--- src/shared/hpir_pkg.sv ---
// constants for the host port interrupt routing block
package hpir_pkg;
    localparam logic [15:0] ADDR_BREAKPOINT = 16'h0140;
    localparam logic [15:0] ADDR_ROUTING = 16'h0142;
    localparam logic [15:0] ADDR_MSG1 = 16'h0144;
    localparam logic [15:0] ADDR_MSG2 = 16'h0148;
    localparam logic [15:0] ADDR_MAILBOX = 16'hc0c6;
    localparam logic [15:0] RESET_BREAKPOINT = 16'h0000;
    localparam logic [15:0] RESET_ROUTING = 16'h1400;
    localparam logic [15:0] RESET_MAILBOX = 16'h0000;
    localparam logic [15:0] ROUTING_WRITABLE = 16'hffcf;
    localparam logic [6:0] BREAKPOINT_VECTOR = 7'h7f;
    // routing bit positions
    localparam int BIT_BUS_POWER = 15;
    localparam int BIT_ID_PIN = 14;
    localparam int BIT_FRAME2_HOST = 13;
    localparam int BIT_FRAME2_CPU = 12;
    localparam int BIT_FRAME1_HOST = 11;
    localparam int BIT_FRAME1_CPU = 10;
    localparam int BIT_BUSRESET2 = 9;
    localparam int BIT_SWAP_HIGH = 8;
    localparam int BIT_WAKE2 = 7;
    localparam int BIT_WAKE1 = 6;
    localparam int BIT_DONE2 = 3;
    localparam int BIT_DONE1 = 2;
    localparam int BIT_BUSRESET1 = 1;
    localparam int BIT_SWAP_LOW = 0;
    // status word positions not shared with routing
    localparam int STAT_MAILBOX_IN = 8;
    localparam int STAT_MSG2 = 5;
    localparam int STAT_MSG1 = 4;
    localparam int STAT_MAILBOX_OUT = 0;
endpackage

--- src/rtl/hpir_host_port_irq_routing.sv ---
// host port interrupt routing, breakpoint, doorbells and mailbox
`timescale 1ns/1ps
`default_nettype none
module hpir_host_port_irq_routing
(
    input wire logic clk_sys_in,
    input wire logic rst_in,
    // host parallel port, word access, native byte order internally
    input wire logic host_wr_in,
    input wire logic host_rd_in,
    input wire logic [15:0] host_addr_in,
    input wire logic [15:0] host_port_data_lines_in,
    output logic [15:0] host_port_data_lines_out,
    output logic host_port_data_lines_oe_n_out,
    input wire logic host_status_rd_in,
    output logic host_port_irq_pin_out,
    // on-chip cpu memory side
    input wire logic cpu_wr_in,
    input wire logic cpu_rd_in,
    input wire logic [15:0] cpu_addr_in,
    input wire logic [15:0] cpu_wdata_in,
    output logic [15:0] cpu_rdata_out,
    input wire logic [15:0] cpu_pc_in,
    output logic breakpoint_irq_out,
    output logic [6:0] breakpoint_vector_out,
    output logic mailbox_rx_full_out,
    output logic mailbox_tx_empty_out,
    // serial engine interrupt sources, already gated by engine enables
    input wire logic irq_bus_power_in,
    input wire logic irq_id_pin_in,
    input wire logic irq_frame2_in,
    input wire logic irq_frame1_in,
    input wire logic irq_busreset2_in,
    input wire logic irq_busreset1_in,
    input wire logic irq_wake2_in,
    input wire logic irq_wake1_in,
    input wire logic irq_done2_in,
    input wire logic irq_done1_in,
    output logic [15:0] cpu_irq_out
);
    // ****************************************
    // registers
    // ****************************************
    logic [15:0] breakpoint_addr;
    logic [15:0] routing;
    logic [15:0] mailbox;
    logic msg1_flag;
    logic msg2_flag;
    logic mbox_to_host;
    logic mbox_from_host;
    logic bp_pending;
    logic [15:0] host_wdata;
    logic [15:0] host_rdata;
    logic [15:0] status_word;
    logic [15:0] host_src;
    logic swap;

    // host keeps both bits equal; only the high one is consulted
    assign swap = routing[hpir_pkg::BIT_SWAP_HIGH];

    // exchange byte lanes when swap is on
    assign host_wdata = swap ? {host_port_data_lines_in[7:0],
        host_port_data_lines_in[15:8]} : host_port_data_lines_in;

    // host port writes breakpoint, cpu has no write path
    // behaves as the cpu's own breakpoint register
    always_ff @(posedge clk_sys_in or posedge rst_in)
    begin
        if (rst_in)
            breakpoint_addr <= hpir_pkg::RESET_BREAKPOINT;
        else if (host_wr_in && host_addr_in == hpir_pkg::ADDR_BREAKPOINT)
            breakpoint_addr <= host_wdata;
    end

    // pc match raises vector 127; a zero write clears
    // clear relies on the host writing zero to the breakpoint
    always_ff @(posedge clk_sys_in or posedge rst_in)
    begin
        if (rst_in)
            bp_pending <= 1'b0;
        else if (breakpoint_addr != 16'h0000 && cpu_pc_in == breakpoint_addr)
            bp_pending <= 1'b1;
        else if (host_wr_in && host_addr_in == hpir_pkg::ADDR_BREAKPOINT &&
                 host_wdata == 16'h0000)
            bp_pending <= 1'b0;
    end
    assign breakpoint_irq_out = bp_pending;
    assign breakpoint_vector_out = hpir_pkg::BREAKPOINT_VECTOR;

    // routing written only from the host port
    // reserved bits 5 and 4 held at zero
    always_ff @(posedge clk_sys_in or posedge rst_in)
    begin
        if (rst_in)
            routing <= hpir_pkg::RESET_ROUTING;
        else if (host_wr_in && host_addr_in == hpir_pkg::ADDR_ROUTING)
            routing <= host_wdata & hpir_pkg::ROUTING_WRITABLE;
    end

    // cpu write sets doorbell flag, host read clears; set wins
    always_ff @(posedge clk_sys_in or posedge rst_in)
    begin
        if (rst_in)
        begin
            msg1_flag <= 1'b0;
            msg2_flag <= 1'b0;
        end
        else
        begin
            if (cpu_wr_in && cpu_addr_in == hpir_pkg::ADDR_MSG1)
                msg1_flag <= 1'b1;
            else if (host_rd_in && host_addr_in == hpir_pkg::ADDR_MSG1)
                msg1_flag <= 1'b0;
            if (cpu_wr_in && cpu_addr_in == hpir_pkg::ADDR_MSG2)
                msg2_flag <= 1'b1;
            else if (host_rd_in && host_addr_in == hpir_pkg::ADDR_MSG2)
                msg2_flag <= 1'b0;
        end
    end

    // mailbox data: either side may write; a same-cycle clash favours cpu
    always_ff @(posedge clk_sys_in or posedge rst_in)
    begin
        if (rst_in)
            mailbox <= hpir_pkg::RESET_MAILBOX;
        else if (cpu_wr_in && cpu_addr_in == hpir_pkg::ADDR_MAILBOX)
            mailbox <= cpu_wdata_in;
        else if (host_wr_in && host_addr_in == hpir_pkg::ADDR_MAILBOX)
            mailbox <= host_wdata;
    end

    // cpu write raises host pin until the host reads; set wins
    always_ff @(posedge clk_sys_in or posedge rst_in)
    begin
        if (rst_in)
            mbox_to_host <= 1'b0;
        else if (cpu_wr_in && cpu_addr_in == hpir_pkg::ADDR_MAILBOX)
            mbox_to_host <= 1'b1;
        else if (host_rd_in && host_addr_in == hpir_pkg::ADDR_MAILBOX)
            mbox_to_host <= 1'b0;
    end

    // incoming message flag, cleared by the cpu reading the mailbox
    always_ff @(posedge clk_sys_in or posedge rst_in)
    begin
        if (rst_in)
            mbox_from_host <= 1'b0;
        else if (host_wr_in && host_addr_in == hpir_pkg::ADDR_MAILBOX)
            mbox_from_host <= 1'b1;
        else if (cpu_rd_in && cpu_addr_in == hpir_pkg::ADDR_MAILBOX)
            mbox_from_host <= 1'b0;
    end
    assign mailbox_rx_full_out = mbox_from_host;
    // tx empty means the host has drained what the cpu wrote
    assign mailbox_tx_empty_out = ~mbox_to_host;

    // ****************************************
    // steering
    // ****************************************
    // sources arrive enabled; routing picks where they go, and drops a frame source with both its bits clear
    always_comb
    begin
        host_src = 16'h0000;
        cpu_irq_out = 16'h0000;
        host_src[15] = irq_bus_power_in & routing[hpir_pkg::BIT_BUS_POWER];
        cpu_irq_out[15] = irq_bus_power_in & ~routing[hpir_pkg::BIT_BUS_POWER];
        host_src[14] = irq_id_pin_in & routing[hpir_pkg::BIT_ID_PIN];
        cpu_irq_out[14] = irq_id_pin_in & ~routing[hpir_pkg::BIT_ID_PIN];
        // engine 2 frame, independent bits, both may be on
        // double routing leaves clearing to firmware
        host_src[12] = irq_frame2_in & routing[hpir_pkg::BIT_FRAME2_HOST];
        cpu_irq_out[12] = irq_frame2_in & routing[hpir_pkg::BIT_FRAME2_CPU];
        host_src[10] = irq_frame1_in & routing[hpir_pkg::BIT_FRAME1_HOST];
        cpu_irq_out[10] = irq_frame1_in & routing[hpir_pkg::BIT_FRAME1_CPU];
        host_src[9] = irq_busreset2_in & routing[hpir_pkg::BIT_BUSRESET2];
        cpu_irq_out[9] = irq_busreset2_in & ~routing[hpir_pkg::BIT_BUSRESET2];
        host_src[1] = irq_busreset1_in & routing[hpir_pkg::BIT_BUSRESET1];
        cpu_irq_out[1] = irq_busreset1_in & ~routing[hpir_pkg::BIT_BUSRESET1];
        host_src[7] = irq_wake2_in & routing[hpir_pkg::BIT_WAKE2];
        cpu_irq_out[7] = irq_wake2_in & ~routing[hpir_pkg::BIT_WAKE2];
        host_src[6] = irq_wake1_in & routing[hpir_pkg::BIT_WAKE1];
        cpu_irq_out[6] = irq_wake1_in & ~routing[hpir_pkg::BIT_WAKE1];
        host_src[3] = irq_done2_in & routing[hpir_pkg::BIT_DONE2];
        cpu_irq_out[3] = irq_done2_in & ~routing[hpir_pkg::BIT_DONE2];
        host_src[2] = irq_done1_in & routing[hpir_pkg::BIT_DONE1];
        cpu_irq_out[2] = irq_done1_in & ~routing[hpir_pkg::BIT_DONE1];
    end

    always_comb
    begin
        status_word = host_src;
        status_word[hpir_pkg::STAT_MAILBOX_IN] = mbox_from_host;
        status_word[hpir_pkg::STAT_MSG2] = msg2_flag;
        status_word[hpir_pkg::STAT_MSG1] = msg1_flag;
        status_word[hpir_pkg::STAT_MAILBOX_OUT] = mbox_to_host;
    end

    // pin is the or of host-routed sources and host-bound flags
    assign host_port_irq_pin_out = (|host_src) | msg1_flag | msg2_flag |
        mbox_to_host;

    // ****************************************
    // read paths
    // ****************************************
    // host port decode of the three registers plus status
    always_comb
    begin
        host_rdata = 16'h0000;
        if (host_status_rd_in)
            host_rdata = status_word;
        else
            unique case (host_addr_in)
                hpir_pkg::ADDR_BREAKPOINT: host_rdata = breakpoint_addr;
                hpir_pkg::ADDR_ROUTING: host_rdata = routing;
                hpir_pkg::ADDR_MAILBOX: host_rdata = mailbox;
                default: host_rdata = 16'h0000;
            endcase
    end

    // read data registered; lanes swapped on the way out when swap is on
    always_ff @(posedge clk_sys_in or posedge rst_in)
    begin
        if (rst_in)
            host_port_data_lines_out <= 16'h0000;
        else if (host_rd_in || host_status_rd_in)
            host_port_data_lines_out <= swap ? {host_rdata[7:0],
                host_rdata[15:8]} : host_rdata;
    end

    always_ff @(posedge clk_sys_in or posedge rst_in)
    begin
        if (rst_in)
            host_port_data_lines_oe_n_out <= 1'b1;
        else
            host_port_data_lines_oe_n_out <= ~(host_rd_in | host_status_rd_in);
    end

    // cpu sees breakpoint and routing read-only
    always_ff @(posedge clk_sys_in or posedge rst_in)
    begin
        if (rst_in)
            cpu_rdata_out <= 16'h0000;
        else if (cpu_rd_in)
            unique case (cpu_addr_in)
                hpir_pkg::ADDR_BREAKPOINT: cpu_rdata_out <= breakpoint_addr;
                hpir_pkg::ADDR_ROUTING: cpu_rdata_out <= routing;
                hpir_pkg::ADDR_MAILBOX: cpu_rdata_out <= mailbox;
                default: cpu_rdata_out <= 16'h0000;
            endcase
    end
endmodule
`default_nettype wire

--- config.mk ---
export PLATFORM = sky130hd
export DESIGN_NAME = hpir_host_port_irq_routing
export DESIGN_NICKNAME = d
export VERILOG_FILES = /design/src/shared/hpir_pkg.sv /design/src/rtl/hpir_host_port_irq_routing.sv
export SDC_FILE = /design/constraint.sdc
export NUM_CORES = 1
export LEC_CHECK = 0
export ABC_AREA = 1
export BUFFER_PORTS_ARGS = -buffer_cell sky130_fd_sc_hd__buf_4
export CAP_MARGIN = 20
export CORE_UTILIZATION = 45
export DETAILED_ROUTE_END_ITERATION = 10
export PLACE_DENSITY = 0.71
export SLEW_MARGIN = 20
export SYNTH_ARGS = -nofsm -noshare
export SYNTH_HDL_FRONTEND = slang
export SYNTH_SLANG_ARGS = --single-unit
--- constraint.sdc ---
create_clock -name clk_sys_in -period 7.45 [get_ports clk_sys_in]
set_clock_uncertainty 0.1 [all_clocks]
set_input_delay 1.49 -clock clk_sys_in [delete_from_list [all_inputs] [get_ports clk_sys_in]]
set_output_delay 1.49 -clock clk_sys_in [all_outputs]
set_load 0.02 [all_outputs]
==> summary.txt, run 1 <==
GRT
  – Gr usage total: 29.09%
  – First-pass GRT wire length: 28120 um
  – Pin count of the biggest net entering global routing: 50
  – Number of global-route vias before repair: 5323
  – Remaining global-route overflow: 0
  – Initial antenna violation count: 0

STA
  – Unrepaired setup endpoints after global routing: false
  – Worst Setup Slack, final: 3.461 ns
  – Part of the cycle the worst path needs: 53.55%
  – Maximum clock frequency: 250.7 MHz
  – Hold Fails Final Rpt: 0
  – Fin Setup TNS: 0 ns
  – Final hold slack: 0.3803 ns
  – Slew at the pin closest to its max-slew limit: 1.059 ns
  – Setup violations, final: 0
  – Slew headroom: 29.14%
  – Minimum clock period: 3.989 ns
  – Pins over their slew limit: 0

Critical path
  – Crit Path Max Fanout: 3
  – Crit path DAT: 2.40 ns
  – Worst r2r src: routing[8]
  – Startpoint Class: input port
  – CP required: 5.86 ns
  – Crit end category: output pin
  – Critical path class: in -> out
  – Worst Setup SP: irq_frame2_in

Die
  – Core area: 11610 um2
  – Io pins: 157
  – Die Height: 112.3 um
  – Cell row count: 39
  – Die X: 112.3 um
  – Die area: 12610 um2
  – Starting density of the core: 47.13%

Pwr
  – Leak: 3.631 nW
  – Final total power: 1.033 mW
  – PD cells: 151.3 nW/um2
  – Peak VDD IR: 0.08757 mV

CTS
  – Post-CTS setup buffers: 0
  – CTS tree: built
  – CTS resizes: 0
  – CTS Sinks: 84
  – CTS Hold Bufs: 0
  – Reg clk slew, reported paths: 0.06 ns
  – Root Buffer: clkbuf_16
  – CTS buffer count: 9
  – H-tree depth: 3
  – Worst-Skew Late Latency: 0.35 ns
  – Maximum clock path buffer count: 2

Yosys
  – Cell Area, Synth: 5474 um2
  – Count of different cell masters after synthesis: 38
  – Mean area per synthesized cell: 6.808 um2
  – Seq/Total Area, Yosys: 38.47%
  – Yosys reg bits: 84
  – Post-Syn Instances: 804
  – Ys Warns: 0

Run status
  – Failing checks: design-rule violations
  – Outcome: complete, but fails checks

Final layout
  – Area Overhead vs Synth: 24.64%
  – Most frequent cells in the layout: nand2_1 (255), nand3_1 (184), buf_4 (147)
  – Share of layout cells above drive strength 1: 20.28%
  – Leading cell type in the layout, fill and taps excluded: nand2_1
  – ANT cells: 0
  – Post-route cell area: 6823 um2
  – Filler instances: 1137
  – Final nets: 1019

Place
  – DP HPWL: 13720 um
  – Placed cell area: 6514 um2
  – Port Buf Inserts: 143
  – Place WS: 3.471 ns
  – Final Wtd Congestion: 0.9878

Drt
  – # DRC: 7
  – Initial DRT Pass Iterations: 8
  – DR iter-0 viols: 481
  – Via/cell ratio: 5.531
  – Vias: 5918
  – Wire per inst: 16.76 um
  – Antenna-violating nets left: 0
  – Post-Route WL: 17940 um

Worst hold path
  – Hold WC Path Type: reg -> reg
  – Hold_sp: host_port_data_lines_out[10]

Run
  – MaxCap Viol Count: 0
-- through the flow --
step | util, % | instances
2_1_floorplan | - | 815
3_3_place_gp | 56.09 | 1054
3_5_place_dp | 56.09 | 1054
4_1_cts | 58.75 | 1070
5_1_grt | 58.75 | 1070
6_report | 58.75 | 1070
-- metal layers --
layer / share of wire [%] / vias up / track usage, %
met2: 45 / 294 / 46.42
met5: 0 / - / 0
li1: - / 2852 / -
met4: 3.5 / 0 / 12.89
met1: 43 / 2725 / 39.11
met3: 8.5 / 47 / 4.698
-- Yosys cell counts --
master / number / area share [%]
nand2_1: 255 / 17
inv_1: 61 / 4.2
buf_1: 1 / 0.069
or2_2: 4 / 0.46
nand3_2: 1 / 0.18
nand2_2: 2 / 0.23
dfstp_2: 3 / 1.4
nor3b_1: 1 / 0.14
nor4_4: 1 / 0.39
or2_1: 2 / 0.23
conb_1: 2 / 0.14
and2_1: 3 / 0.34
nor4_1: 10 / 1.1
o22ai_1: 9 / 1.0
clkinv_1: 1 / 0.069
xnor2_1: 10 / 1.6
a221oi_1: 1 / 0.16
nor2_2: 4 / 0.46
nor2_4: 3 / 0.62
a211oi_1: 1 / 0.14
o21ai_0: 6 / 0.55
clkbuf_1: 11 / 0.75
nor3_2: 1 / 0.18
inv_2: 2 / 0.14
buf_2: 21 / 1.9
nor2_1: 55 / 3.8
dfrtp_1: 81 / 37
o21a_1: 9 / 1.2
nor4_2: 1 / 0.23
nand4_1: 11 / 1.3
buf_4: 18 / 2.5
o21ai_1: 24 / 2.2
a211o_1: 1 / 0.16
nor3_1: 1 / 0.091
nand3_1: 184 / 17
nand2_4: 1 / 0.21
nand3b_1: 1 / 0.14
nor2_8: 1 / 0.37
-- cell families (layout without fill, tap and decap cells) --
kind of cell	after synthesis	after routing	share of synthesized area, %
xor+xnor	10	10	1.600
compound gates	51	51	5.463
other cells	2	13	0.1372
simple gates	542	542	44.73
flops	84	84	38.47
buf+inv	115	227	9.600
-- critical path, stage by stage --
cell and delay, ns:
buf_4 0.12, a211o_1 0.30, a221oi_1 0.21, nand3_1 0.11, buf_4 0.17
-- state kept, by name (all words and copies together) (netlist names) --
name,count
breakpoint_addr,16
cpu_rdata_out,16
host_port_data_lines_out,16
mailbox,16
routing,14
breakpoint_irq_out,1
host_port_data_lines_oe_n_out,1
mailbox_rx_full_out,1
mbox_to_host,1
msg1_flag,1
msg2_flag,1
-- power by group --
group / switching [mW] / internal (mW) / total [mW]
clock network: 0.195 / 0.271 / 0.466
logic: 0.0623 / 0.0467 / 0.109
registers: 0.000422 / 0.457 / 0.457
-- path summary, 6_finish.rpt --
kind / end / slack, ns / cells after the start
worst min-delay path: host_port_data_lines_out[10] / 0.38 / 2
max in group asynchronous: mailbox[6] / 5.08 / 3
worst min register to register: host_port_data_lines_out[10] / 0.38 / 2
min in group asynchronous: host_port_data_lines_out[4] / 1.10 / 2
worst max-delay path: host_port_irq_pin_out / 3.46 / 5
worst max register to register: breakpoint_irq_out / 5.05 / 10
-- final cells by class --
class	instances	area, um2	area share [%]
sequential	84	2106	30.86
timing repair buffer	147	1104	16.17
tap	143	178.9	2.622
clock inverter	6	70.07	1.027
clock buffer	10	239.0	3.503
inverter	64	241.5	3.539
multi-input combinational	616	2884	42.27
(Power assumes the default switching activity.)
==> run 2: changes to the inputs <==
Settings changed: PLACE_DENSITY 0.71 to 0.73.
Clock period 7.45 ns to 3.3 ns, I/O delays scaled along.
==> run 2 against run 1 <==
Compared with the run above:
- the flow still finishes with violations (design-rule violations)
- worst hold slack worse by 0.088 ns
- highest routed layer unchanged
- cell area rose by 1.1%
- wire length decreased by 0.33%
- first-iteration DRC count decreased by 1.9%
- largest power group unchanged
==> summary.txt, run 2 (synthesis results as in run 1) <==
Drt
  – DR iter-0 viols: 472 (-1.9%)
  – Vias: 5960 (+0.71%)
  – Wire per inst: 16.58 um (-1.1%)
  – Initial DRT Pass Iterations: 9 (+1)
  – Via/cell ratio: 5.529 (about the same)
  – Antenna-violating nets left: 0 (unchanged)
  – Post-Route WL: 17880 um (-0.33%)
  – # DRC: 9 (+2)

STA
  – Hold Fails Final Rpt: 0 (unchanged)
  – Maximum clock frequency: 414.9 MHz
  – Pins over their slew limit: 0 (unchanged)
  – Unrepaired setup endpoints after global routing: false
  – Slew at the pin closest to its max-slew limit: 0.8782 ns (-0.1808 ns)
  – Slew headroom: 41.39% (+12 points)
  – Minimum clock period: 2.410 ns
  – Part of the cycle the worst path needs: 73.04%
  – Setup violations, final: 0 (unchanged)
  – Fin Setup TNS: 0 ns (unchanged)

GRT
  – Busiest grt layer: met2
  – Met1 Usage GRT: 39.90% (+0.79 points)
  – Met2 Use GR: 45.30% (-1.1 points)
  – Gr usage total: 29.45% (+0.36 points)
  – First-pass GRT wire length: 28570 um (+1.6%)
  – Remaining global-route overflow: 0 (unchanged)
  – Number of global-route vias before repair: 5592 (+5.1%)
  – Met3 Use GR: 5.238% (+0.54 points)
  – Initial antenna violation count: 0 (unchanged)
  – Pin count of the biggest net entering global routing: 50 (unchanged)

Die
  – Die Height: 112.3 um (unchanged)
  – Die area: 12610 um2 (unchanged)
  – Core area: 11610 um2 (unchanged)
  – Cell row count: 39 (unchanged)
  – Starting density of the core: 47.13% (unchanged)
  – Die X: 112.3 um (unchanged)
  – Io pins: 157 (unchanged)

Run
  – MaxCap Viol Count: 0 (unchanged)

CTS
  – Reg clk slew, reported paths: 0.06 ns (about the same)
  – Worst-Skew Late Latency: 0.35 ns (about the same)
  – Maximum clock path buffer count: 2 (unchanged)
  – H-tree depth: 3 (unchanged)
  – CTS tree: built
  – CTS Sinks: 84 (unchanged)
  – CTS Hold Bufs: 0 (unchanged)
  – CTS resizes: 0 (unchanged)
  – Post-CTS setup buffers: 0 (unchanged)
  – CTS buffer count: 9 (unchanged)
  – Root Buffer: clkbuf_16

Run status
  – Outcome: complete, but fails checks
  – Failing checks: design-rule violations

Critical path
  – Crit end category: output pin
  – Crit path DAT: 1.65 ns (-0.75 ns)
  – Crit Path Max Fanout: 5 (+2)
  – CP required: 2.54 ns (-3.32 ns)
  – Critical path class: reg -> out
  – Startpoint Class: register

Final layout
  – Reg area: 2106 um2 (unchanged)
  – Leading cell type in the layout, fill and taps excluded: nand2_1
  – Area Overhead vs Synth: 26.01%
  – Fin util: 59.39% (+0.65 points)
  – Final nets: 1027 (+0.79%)
  – Share of layout cells above drive strength 1: 20.75% (+0.47 points)
  – Filler instances: 1103 (-3.0%)
  – Post-route cell area: 6898 um2 (+1.1%)
  – ANT cells: 0 (unchanged)
  – Area of the multi-input gates: 2884 um2 (unchanged)
  – Most frequent cells in the layout: nand2_1 (255), nand3_1 (184), buf_4 (154)

Place
  – Port Buf Inserts: 143 (unchanged)
  – Placed cell area: 6586 um2 (+1.1%)
  – DP HPWL: 13740 um (+0.13%)
  – Final Wtd Congestion: 1.007 (+2.0%)

Worst hold path
  – Hold WC Path Type: in -> async

Pwr
  – PD cells: 342.4 nW/um2 (+130%)
  – Peak VDD IR: 0.2156 mV (+150%)
  – Leak: 3.691 nW (+1.7%)
## run 2: cell types whose count changed in the layout (fill, tap and decap cells not counted), sizes merged
cell      before  now
buf          147  155
bufinv         1    2
clkbuf        10   11
clkinv         2    5
clkinvlp       3    0
inv           64   62
## run 2: path summary, 6_finish.rpt
| check | from | slack, ns | endpoint | cells after the start |
|---|---|---|---|---|
| max | routing[13] | 0.89 | host_port_irq_pin_out | 4 |
| min | rst_in | 0.29 | host_port_data_lines_out[8] | 2 |
| max reg2reg | routing[8] | 0.90 | breakpoint_irq_out | 9 |
| min reg2reg | host_port_data_lines_out[10] | 0.38 | host_port_data_lines_out[10] | 2 |
| max in group asynchronous | rst_in | 2.08 | routing[12] | 3 |
| min in group clk_sys_in | host_port_data_lines_out[10] | 0.38 | host_port_data_lines_out[10] | 2 |
## run 2: cell type report
| class | instances | share of cell area, % |
|---|---|---|
| flip-flops and latches | 84 | 30.53 |
| clock buffers | 11 | 3.374 |
| well taps | 143 | 2.594 |
| repair buffers | 155 | 17.05 |
| clock inverters | 5 | 1.143 |
| multi-input cells | 616 | 41.81 |
| inverters | 64 | 3.501 |
## run 2: metrics by stage
step | power, mW | hold WS (ns) | cells | worst slack (ns)
after floorplan | 1.173 | 0.3692 | 815 | 0.3798
final | 2.362 | 0.2928 | 1078 | 0.8896
after CTS | 2.357 | 0.3262 | 1078 | 0.8999
after global placement | 1.298 | 0.3662 | 1062 | 0.8537
after detailed placement | 1.300 | 0.3660 | 1062 | 0.7708
after global routing | 2.423 | 0.3505 | 1078 | 0.6699
## run 2: metal layers
metal / vias to the layer above / wire [um]
li1: 2861 / -
met1: 2704 / 7446
met2: 335 / 7903
met3: 60 / 1723
met4: 0 / 803
met5: - / 0
## run 2: critical path, stage by stage, from the launching register on
cell and delay, ns:
dfrtp_1 0.48, a211o_1 0.30, a221oi_1 0.22, nand3_1 0.13
buf_4 0.18
## run 2: power by group
group	switching (mW)	internal, mW
clock network	0.419	0.662
registers	0.000996	1.03
logic	0.141	0.107
